<file path="config.mk">
export PLATFORM = sky130hd
export DESIGN_NAME = flash_pin_front
export DESIGN_NICKNAME = d
export VERILOG_FILES = /design/src/design/flash_pins_pkg.sv /design/src/design/flash_pin_front.sv /design/src/design/stream_fifo.sv
export SDC_FILE = /design/constraint.sdc
export NUM_CORES = 2
export LEC_CHECK = 0
export BUFFER_PORTS_ARGS = -buffer_cell sky130_fd_sc_hd__buf_2
export CAP_MARGIN = 20
export CORE_MARGIN = 5
export CORE_UTILIZATION = 52
export DETAILED_ROUTE_END_ITERATION = 8
export GPL_ROUTABILITY_DRIVEN = 0
export PLACE_DENSITY_LB_ADDON = 0.3
export SLEW_MARGIN = 20
export SYNTH_ARGS = -nofsm -noshare
export SYNTH_HDL_FRONTEND = slang
export SYNTH_SLANG_ARGS = --single-unit
</file>
<file path="constraint.sdc">
create_clock -name core_clk -period 12.6 [get_ports core_clk]
set_input_delay 2.52 -clock core_clk [delete_from_list [all_inputs] [get_ports core_clk]]
set_output_delay 2.52 -clock core_clk [all_outputs]
set_load 0.1 [all_outputs]
</file>
<file path="src/design/flash_pins_pkg.sv">
// How it works
// - Pins are acted on only while chip_select_n is held low, except write_protect_io2, which feeds status_write_block at all times.
// - Deselect means standby once array_busy is low, serial_out_line released to high impedance.
// - Deselected: serial_in_io0 is ignored, no command, address or data taken.
// - Standby after deselect waits until a running program or erase finishes.
// - Command, address and write data are sampled on rising serial clock edges.
// - Read data bits are launched on falling serial clock edges.
// - Multi-lane reads turn serial_in_io0 into an output carrying bit 0.
// - Multi-lane reads keep serial_out_line driving bit 1 of each group.
// - quad_enable_bit 0, protect bits 0 and 1, low write_protect_io2 blocks writes.
// - With quad_enable_bit set, write_protect_io2 serves as data lane 2.
// - A floating write_protect_io2 reads as high through the pull-up.
// - A 256-byte buffer holds incoming bytes; lane use follows transfer mode.
// - Without quad, pause_line falling with clock low pauses, rising resumes.
// - Transfer types name pins used for command, address and data phases.
package flash_pins_pkg;

  localparam int BYTE_BITS = 8;
  localparam int RX_DEPTH  = 256;
  localparam int TX_DEPTH  = 4;
  localparam logic [7:0] IDLE_FILL = 8'hff;
  localparam logic [3:0] LANE_BITS_1 = 4'h1;
  localparam logic [3:0] LANE_BITS_2 = 4'h2;
  localparam logic [3:0] LANE_BITS_4 = 4'h4;
  localparam logic [3:0] BITS_PER_BYTE = 4'h8;

  // Data phase width, command and address always use one lane
  typedef enum logic [1:0] {
    XFER_1_1_1 = 2'h0,
    XFER_1_1_2 = 2'h1,
    XFER_1_1_4 = 2'h2
  } xfer_mode_t;

  typedef enum logic [2:0] {
    ST_STANDBY = 3'b001,
    ST_SELECT  = 3'b010,
    ST_FINISH  = 3'b100
  } link_state_t;

  typedef struct packed {
    logic cs_n;
    logic sck;
    logic io0;
    logic io2;
    logic io3;
  } pin_in_t;

  typedef struct packed {
    logic io3;
    logic io2;
    logic io1;
    logic io0;
  } lanes_t;

  // Deselected, clock low, pulled-up pins high
  localparam pin_in_t PIN_IDLE = '{cs_n: 1'b1, sck: 1'b0, io0: 1'b0, io2: 1'b1, io3: 1'b1};

endpackage

</file>
<file path="src/design/flash_pin_front.sv">
`timescale 1ns/1ps
`default_nettype none
module flash_pin_front #(
  parameter int RX_BUF_DEPTH = flash_pins_pkg::RX_DEPTH,
  parameter int TX_BUF_DEPTH = flash_pins_pkg::TX_DEPTH
) (
  // Clock and reset
  input  wire logic                        core_clk,
  input  wire logic                        reset_n,
  // Pins from the host
  input  wire logic                        chip_select_n,
  input  wire logic                        serial_clock_in,
  input  wire logic                        serial_in_io0,
  input  wire logic                        write_protect_io2,
  input  wire logic                        pause_line,
  // Pin drive, serial_out_line is lane io1
  output flash_pins_pkg::lanes_t           pad_out,
  output flash_pins_pkg::lanes_t           pad_oe,
  // Configuration from the status registers
  input  wire logic                        quad_enable_bit,
  input  wire logic                        status_protect_hi,
  input  wire logic                        status_protect_lo,
  // Command decoder control
  input  wire logic                        data_out_phase,
  input  wire flash_pins_pkg::xfer_mode_t  read_mode,
  input  wire logic                        array_busy,
  // Received bytes towards the command decoder
  output logic [7:0]                       rx_data,
  output logic                             rx_valid,
  input  wire logic                        rx_ready,
  // Read bytes from the array side
  input  wire logic [7:0]                  tx_data,
  input  wire logic                        tx_valid,
  output logic                             tx_ready,
  // Status
  output logic                             frame_start,
  output logic                             frame_active,
  output logic                             standby,
  output logic                             transfer_paused,
  output logic                             status_write_block,
  output logic                             rx_overrun
);
  import flash_pins_pkg::*;

  pin_in_t     pin_raw;
  pin_in_t     pin_meta;
  pin_in_t     pin_s;
  logic        sck_prev;
  logic        pause_prev;
  logic        sck_rise;
  logic        sck_fall;
  logic        pause_fall;
  logic        pause_rise;
  link_state_t state;
  link_state_t next_state;
  logic        selected;
  logic        active;
  logic        paused;
  logic [7:0]  rx_shift;
  logic [2:0]  rx_cnt;
  logic        rx_take;
  logic [7:0]  rx_byte;
  logic        rx_push;
  logic        rx_in_ready;
  logic [7:0]  tx_shift;
  logic [3:0]  tx_left;
  logic [7:0]  tx_cur;
  logic [3:0]  tx_bits;
  logic        tx_launch;
  logic        tx_load;
  logic [7:0]  tx_head;
  logic        tx_head_valid;
  lanes_t      lane_bits;

  function automatic logic [3:0] lane_count(input xfer_mode_t m);
    case (m)
      XFER_1_1_2: lane_count = LANE_BITS_2;
      XFER_1_1_4: lane_count = LANE_BITS_4;
      default:    lane_count = LANE_BITS_1;
    endcase
  endfunction

  // Two flops on every pin before use; reset to idle levels so a floating
  // write protect starts deasserted
  assign pin_raw = '{cs_n: chip_select_n, sck: serial_clock_in, io0: serial_in_io0,
                     io2: write_protect_io2, io3: pause_line};

  always_ff @(posedge core_clk or negedge reset_n) begin
    if (!reset_n) begin
      pin_meta <= PIN_IDLE;
      pin_s    <= PIN_IDLE;
    end else begin
      pin_meta <= pin_raw;
      pin_s    <= pin_meta;
    end
  end

  // Edges found from the synchronised clock; either idle level works
  always_ff @(posedge core_clk or negedge reset_n) begin
    if (!reset_n) begin
      sck_prev   <= 1'b0;
      pause_prev <= 1'b1;
    end else begin
      sck_prev   <= pin_s.sck;
      pause_prev <= pin_s.io3;
    end
  end

  assign sck_rise   = pin_s.sck && !sck_prev;
  assign sck_fall   = !pin_s.sck && sck_prev;
  assign pause_fall = !pin_s.io3 && pause_prev;
  assign pause_rise = pin_s.io3 && !pause_prev;

  // Framing and standby
  always_comb begin
    case (state)
      ST_STANDBY: next_state = pin_s.cs_n ? ST_STANDBY : ST_SELECT;
      ST_SELECT: begin
        if (!pin_s.cs_n) begin
          next_state = ST_SELECT;
        end else if (array_busy) begin
          next_state = ST_FINISH;
        end else begin
          next_state = ST_STANDBY;
        end
      end
      ST_FINISH: begin
        if (!pin_s.cs_n) begin
          next_state = ST_SELECT;
        end else if (array_busy) begin
          next_state = ST_FINISH;
        end else begin
          next_state = ST_STANDBY;
        end
      end
      default: next_state = ST_STANDBY;
    endcase
  end

  always_ff @(posedge core_clk or negedge reset_n) begin
    if (!reset_n) begin
      state       <= ST_STANDBY;
      frame_start <= 1'b0;
    end else begin
      state       <= next_state;
      frame_start <= (state != ST_SELECT) && (next_state == ST_SELECT);
    end
  end

  assign selected     = (state == ST_SELECT);
  assign frame_active = selected;
  assign standby      = (state == ST_STANDBY);

  // Pause only while selected and without quad; edges count only with clock low
  always_ff @(posedge core_clk or negedge reset_n) begin
    if (!reset_n) begin
      paused <= 1'b0;
    end else if (!selected || quad_enable_bit) begin
      paused <= 1'b0;
    end else if (pause_fall && !pin_s.sck) begin
      paused <= 1'b1;
    end else if (pause_rise && !pin_s.sck) begin
      paused <= 1'b0;
    end
  end

  assign active          = selected && !paused;
  assign transfer_paused = paused;

  // Write protect pin only counts in its protecting configuration
  always_ff @(posedge core_clk or negedge reset_n) begin
    if (!reset_n) begin
      status_write_block <= 1'b0;
    end else begin
      status_write_block <= !quad_enable_bit && !status_protect_hi && status_protect_lo
                            && !pin_s.io2;
    end
  end

  // Serial input: one lane for command, address and write data
  assign rx_take = active && sck_rise && !data_out_phase;

  always_ff @(posedge core_clk or negedge reset_n) begin
    if (!reset_n) begin
      rx_shift <= '0;
      rx_cnt   <= '0;
    end else if (!selected) begin
      rx_cnt <= '0;
    end else if (rx_take) begin
      rx_shift <= {rx_shift[6:0], pin_s.io0};
      rx_cnt   <= rx_cnt + 3'h1;
    end
  end

  always_ff @(posedge core_clk or negedge reset_n) begin
    if (!reset_n) begin
      rx_byte <= '0;
      rx_push <= 1'b0;
    end else begin
      rx_push <= rx_take && (rx_cnt == 3'h7);
      if (rx_take && (rx_cnt == 3'h7)) begin
        rx_byte <= {rx_shift[6:0], pin_s.io0};
      end
    end
  end

  // The host cannot be stalled, so a full buffer loses the byte and says so
  always_ff @(posedge core_clk or negedge reset_n) begin
    if (!reset_n) begin
      rx_overrun <= 1'b0;
    end else if (rx_push && !rx_in_ready) begin
      rx_overrun <= 1'b1;
    end else if (frame_start) begin
      rx_overrun <= 1'b0;
    end
  end

  stream_fifo #(
    .WIDTH (BYTE_BITS),
    .DEPTH (RX_BUF_DEPTH)
  ) u_rx_buffer (
    .core_clk  (core_clk),
    .reset_n   (reset_n),
    .in_data   (rx_byte),
    .in_valid  (rx_push),
    .in_ready  (rx_in_ready),
    .out_data  (rx_data),
    .out_valid (rx_valid),
    .out_ready (rx_ready)
  );

  stream_fifo #(
    .WIDTH (BYTE_BITS),
    .DEPTH (TX_BUF_DEPTH)
  ) u_tx_fifo (
    .core_clk  (core_clk),
    .reset_n   (reset_n),
    .in_data   (tx_data),
    .in_valid  (tx_valid),
    .in_ready  (tx_ready),
    .out_data  (tx_head),
    .out_valid (tx_head_valid),
    .out_ready (tx_load)
  );

  // Serial output: launch on falling edges, lanes set by the read mode
  assign tx_launch = active && data_out_phase && sck_fall;
  assign tx_bits   = lane_count(read_mode);

  always_comb begin
    tx_load = 1'b0;
    tx_cur  = tx_shift;
    if (tx_launch && (tx_left == 4'h0)) begin
      tx_load = tx_head_valid;
      // Starved read shows all ones rather than stale bits
      tx_cur  = tx_head_valid ? tx_head : IDLE_FILL;
    end
  end

  always_comb begin
    lane_bits = '0;
    case (read_mode)
      XFER_1_1_2: begin
        lane_bits.io1 = tx_cur[7];
        lane_bits.io0 = tx_cur[6];
      end
      XFER_1_1_4: begin
        lane_bits.io3 = tx_cur[7];
        lane_bits.io2 = tx_cur[6];
        lane_bits.io1 = tx_cur[5];
        lane_bits.io0 = tx_cur[4];
      end
      default: lane_bits.io1 = tx_cur[7];
    endcase
  end

  always_ff @(posedge core_clk or negedge reset_n) begin
    if (!reset_n) begin
      tx_shift <= '0;
      tx_left  <= '0;
      pad_out  <= '0;
    end else if (!selected) begin
      tx_left <= '0;
    end else if (tx_launch) begin
      pad_out  <= lane_bits;
      tx_shift <= tx_cur << tx_bits;
      tx_left  <= ((tx_left == 4'h0) ? BITS_PER_BYTE : tx_left) - tx_bits;
    end
  end

  // Drivers released whenever deselected, paused or not in a read data phase
  always_comb begin
    pad_oe     = '0;
    pad_oe.io1 = active && data_out_phase;
    pad_oe.io0 = active && data_out_phase && (read_mode != XFER_1_1_1);
    pad_oe.io2 = active && data_out_phase && (read_mode == XFER_1_1_4)
                 && quad_enable_bit;
    pad_oe.io3 = pad_oe.io2;
  end
endmodule // flash_pin_front
`default_nettype wire

</file>
<file path="src/design/stream_fifo.sv">
`timescale 1ns/1ps
`default_nettype none
module stream_fifo #(
  parameter int WIDTH = 8,
  parameter int DEPTH = 4
) (
  // Clock and reset
  input  wire logic             core_clk,
  input  wire logic             reset_n,
  // Fill side
  input  wire logic [WIDTH-1:0] in_data,
  input  wire logic             in_valid,
  output logic                  in_ready,
  // Drain side
  output logic [WIDTH-1:0]      out_data,
  output logic                  out_valid,
  input  wire logic             out_ready
);
  localparam int AW = (DEPTH > 1) ? $clog2(DEPTH) : 1;
  localparam int CW = $clog2(DEPTH + 1);

  logic [WIDTH-1:0] mem [DEPTH];
  logic [AW-1:0]    wr_ptr;
  logic [AW-1:0]    rd_ptr;
  logic [CW-1:0]    count;
  logic             push;
  logic             pop;

  function automatic logic [AW-1:0] bump(input logic [AW-1:0] p);
    bump = (p == AW'(DEPTH - 1)) ? '0 : p + AW'(1);
  endfunction

  assign in_ready = (count != CW'(DEPTH));
  assign push     = in_valid && in_ready;
  // Output register refills whenever it is empty or being taken
  assign pop      = (count != '0) && (!out_valid || out_ready);

  always_ff @(posedge core_clk) begin
    if (push) begin
      mem[wr_ptr] <= in_data;
    end
  end

  always_ff @(posedge core_clk or negedge reset_n) begin
    if (!reset_n) begin
      wr_ptr <= '0;
      rd_ptr <= '0;
      count  <= '0;
    end else begin
      if (push) begin
        wr_ptr <= bump(wr_ptr);
      end
      if (pop) begin
        rd_ptr <= bump(rd_ptr);
      end
      if (push && !pop) begin
        count <= count + CW'(1);
      end else if (pop && !push) begin
        count <= count - CW'(1);
      end
    end
  end

  always_ff @(posedge core_clk or negedge reset_n) begin
    if (!reset_n) begin
      out_data  <= '0;
      out_valid <= 1'b0;
    end else if (pop) begin
      out_data  <= mem[rd_ptr];
      out_valid <= 1'b1;
    end else if (out_ready) begin
      out_valid <= 1'b0;
    end
  end
endmodule // stream_fifo
`default_nettype wire

</file>
==> summary.md <==
Worst setup path
* maximum fanout along the worst path: 11
* CP Class: in -> out
* cell with the most instances on the worst path: buf_2
* Worst Path Required: 10.08 ns
* destination of the worst register-to-register timing path: u_rx_buffer.out_data[4]
* Crit Reg-Reg Startpoint: u_rx_buffer.rd_ptr[1]
* Critical Path, Cell by Cell: buf_2, inv_1, ha_1, and3_1, buf_2
* R2R Setup Slk: 7.37 ns
* arrival time of data at the critical path endpoint: 3.76 ns
* highest cell delay on the worst timing path: 0.43 ns
* depth of the most critical reg-to-reg path: 9
* type of origin of the critical path: input port
* endpoint type of the worst setup path: primary output
* count of buffering cells on the critical path with inverters included: 3
* Top delay family on crit path: buffers and inverters
* slowest stage cell, crit path: buf_2

Floorplanning
* effective utilization at floorplan: 52.2%
* height of the die: 417 um
* Die Area: 174000 um2
* Placeable Area: 165000 um2
* width of the die: 417 um
* Site Rows: 149
* number of primary I/O pins: 48

Layout
* synth-to-layout area growth: 10.6%
* most frequent standard cell in the layout excluding fill and tap cells: edfxtp_1
* number of fill cells in the layout: 11900
* fraction of final layout cells with drive strength greater than 1: 21.3%
* sequential cell area in the final layout: 65100 um2
* highest-count cells in the layout ignoring fill and taps: edfxtp_1, mux4_2, nor2_1
* final net count: 4438
* area taken by multi-input logic gates: 19600 um2

Clock network
* latest clock arrival within the worst-skew pair: 0.82 ns
* quantity of gates resized following cts: 0
* TritonCTS clock tree: built
* buffers inserted by post-CTS timing repair: 0
* number of clock buffers inserted by TritonCTS: 210
* count of H-tree levels built during CTS: 4
* hold_buf cts: 0
* clk sinks: 2184
* maximum clock path buffer count: 3
* clock-pin slew reported for the worst setup and hold paths after clock tree synthesis: 0.06 ns
* Clk Tree Root Cell: clkbuf_16

Global route
* Congestion Overflow GR: 0
* largest net degree at the start of global routing: 209
* via count of the first global-routing pass: 42900
* wire length of the first global-routing pass: 298000 um
* global-route usage over all layers: 23.4%
* number of antenna violations at the first check in global routing: 2

Detailed routing
* total via count in the routed design: 42700
* total detailed-routing wirelength: 203000 um
* first-pass detailed-route iteration total: 5
* # DRC: 0
* number of nets with antenna violations after detailed routing: 0
* detailed-route vias per instance: 6.32
* first-iteration detailed-routing DRC count: 5602
* average wire per standard cell: 30.0 um

STA
* Finish-stage setup viols: 0
* post-route minimum period: 6.28 ns
* worst path setup slack after routing: 6.32 ns
* worst hold slack: 0.347 ns
* Max-Slew Margin vs Limit: 18.6%
* fraction of the cycle the final worst path needs: 49.8%
* worst-margin pin slew: 1.19 ns
* Total Negative Setup Slacks: 0 ns
* number of hold-slack violations in the final timing report: 0
* Setup Skew: 0.0499 ns
* max-slew violations: 0
* upper clock frequency limit: 159 MHz
* setup repair after global routing missed its margin: false

Synth
* net count after synthesis: 4352
* area leader, netlist: edfxtp_1
* synthesized area per cell: 20.0 um2
* share of the yosys chip area belonging to registers: 75.7%
* synthesized cell area: 85900 um2
* dominant synthesized flop cell: edfxtp_1
* count of yosys warnings during synthesis: 0
* Synth Register Bits: 2184
* leading cell types by total area after synthesis: edfxtp_1, mux4_2, dfrtp_1
* post-synthesis instance total: 4296
* number of distinct library cells after synthesis: 77
* Async S/R FF share, synth: 4.76%
* number of enable-type register cells in the synthesized netlist: 2080
* area share of the leading cell type in the synthesized netlist: 72.7%

Hold path
* Min-Delay Startpoint: pin_meta[3]
* class of the most critical hold timing path: reg -> reg
* worst hold path endpoint: pin_s[3]
* hold path cells: 0

Power
* VDD IR max: 188 uV
* Pleak: 0.0264 uW
* total chip power: 17300 uW
* Cell Pwr Density: 182 nW/um2

Place
* Buffers on Ports: 47
* post-DP HPWL: 120000 um
* post-placement worst setup slack: 6.18 ns

Run
* count of maximum capacitance violations: 0

Outcome
* result of the run: completed

cell type report:
type / count / share of cell area [%]
Sequential cell: 2184 / 68.5
Multi-Input combinational cell: 1821 / 20.6
Clock buffer: 268 / 5.92
Tap cell: 2189 / 2.88
Timing Repair Buffer: 129 / 0.964
Clock inverter: 122 / 0.954
Inverter: 36 / 0.150
Antenna cell: 5 / 0.0132
per-layer routing:
metal  up-vias  GRT usage, %  routed length, um
li1      17800             -                  -
met3       344          4.92              18000
met4         0          7.51               6490
met1     22500          33.4              81100
met5         -             0                  0
met2      2032          36.5              97300
power breakdown:
group	total [uW]	leakage [uW]	internal (uW)	switching [uW]
logic	3190	0.00628	1050	2140
registers	8130	0.0169	7930	194
clock network	6000	0.00320	3350	2650
total	17300	0.0264	12300	4980
registers in the layout (all words and copies together) (netlist names), 5 cells and up:
| register | cells |
|---|---|
| pin_meta | 5 |
| tx_shift | 8 |
| u_rx_buffer.wr_ptr | 8 |
| u_rx_buffer.rd_ptr | 8 |
| pin_s | 5 |
| u_tx_fifo.out_data | 8 |
| rx_shift | 7 |
| u_rx_buffer.mem | 2048 |
| u_rx_buffer.out_data | 8 |
| u_rx_buffer.count | 9 |
| rx_byte | 8 |
| u_tx_fifo.mem | 32 |
worst max path at each step:
stage,startpoint,end,slack [ns],cells after the start
6_report,read_mode[0],pad_oe[2],6.32,5
5_1_grt,read_mode[0],pad_oe[3],6.25,5
4_1_cts,read_mode[0],pad_oe[2],6.32,5
3_5_place_dp,rx_ready,u_rx_buffer.count[7],6.18,14
3_3_place_gp,rx_ready,u_rx_buffer.count[7],6.30,14
2_1_floorplan,data_out_phase,pad_oe[3],4.79,4
worst register-to-register path, delay by kind of cell (launching register included):
family                 cells  cell delay (ns)
buffers and inverters      3             2.22
AO/OA/AOI/OAI              4             1.66
flip-flops                 1             0.74
AND/OR/NAND/NOR            2             0.42
cell families (layout without fill, tap and decap cells):
group	Yosys count	in the layout	share of synthesized area (%)
DFF	2184	2184	75.7
muxes	730	730	15.6
and+or+nand+nor	670	670	3.35
AOI/OAI and AO/OA	369	369	3.01
buffers and inverters	291	555	1.63
adders and majority gates	32	32	0.492
xor gates and xnor gates	20	20	0.204
other	0	5	0
synthesized netlist by cell type, types with 7 or more instances:
| cell | number |
|---|---|
| nor4_1 | 11 |
| nand2b_1 | 16 |
| xnor2_1 | 13 |
| o21ai_0 | 58 |
| dfrtp_1 | 96 |
| a22oi_1 | 21 |
| mux2_2 | 22 |
| a211oi_1 | 25 |
| o31ai_1 | 11 |
| edfxtp_1 | 2080 |
| o221ai_1 | 9 |
| nand2_1 | 194 |
| nor2b_1 | 13 |
| buf_6 | 10 |
| and3_1 | 12 |
| a221oi_1 | 37 |
| a211o_1 | 9 |
| mux2_1 | 15 |
| o22ai_1 | 18 |
| clkbuf_1 | 140 |
| mux2i_1 | 208 |
| o21ai_1 | 24 |
| nand3_1 | 41 |
| a221o_1 | 31 |
| dfstp_2 | 8 |
| buf_4 | 49 |
| nor2_1 | 310 |
| xor2_1 | 7 |
| buf_1 | 19 |
| nand4_1 | 8 |
| a21oi_1 | 58 |
| buf_2 | 37 |
| nor3_1 | 30 |
| o211ai_1 | 9 |
| inv_1 | 26 |
| mux4_2 | 482 |
| ha_1 | 29 |
| and2_1 | 9 |
| a31oi_1 | 11 |
stage by stage:
| step | utilization [%] | cell area (um2) | cells |
|---|---|---|---|
| after floorplan | - | 85900 | 4296 |
| after global placement | 53.8 | 88500 | 6359 |
| after detailed placement | 53.8 | 88500 | 6359 |
| after CTS | 57.7 | 95000 | 6749 |
| after global routing | 57.7 | 95000 | 6749 |
| final | 57.7 | 95000 | 6754 |
Note: power is estimated with default switching activity, not from simulation.
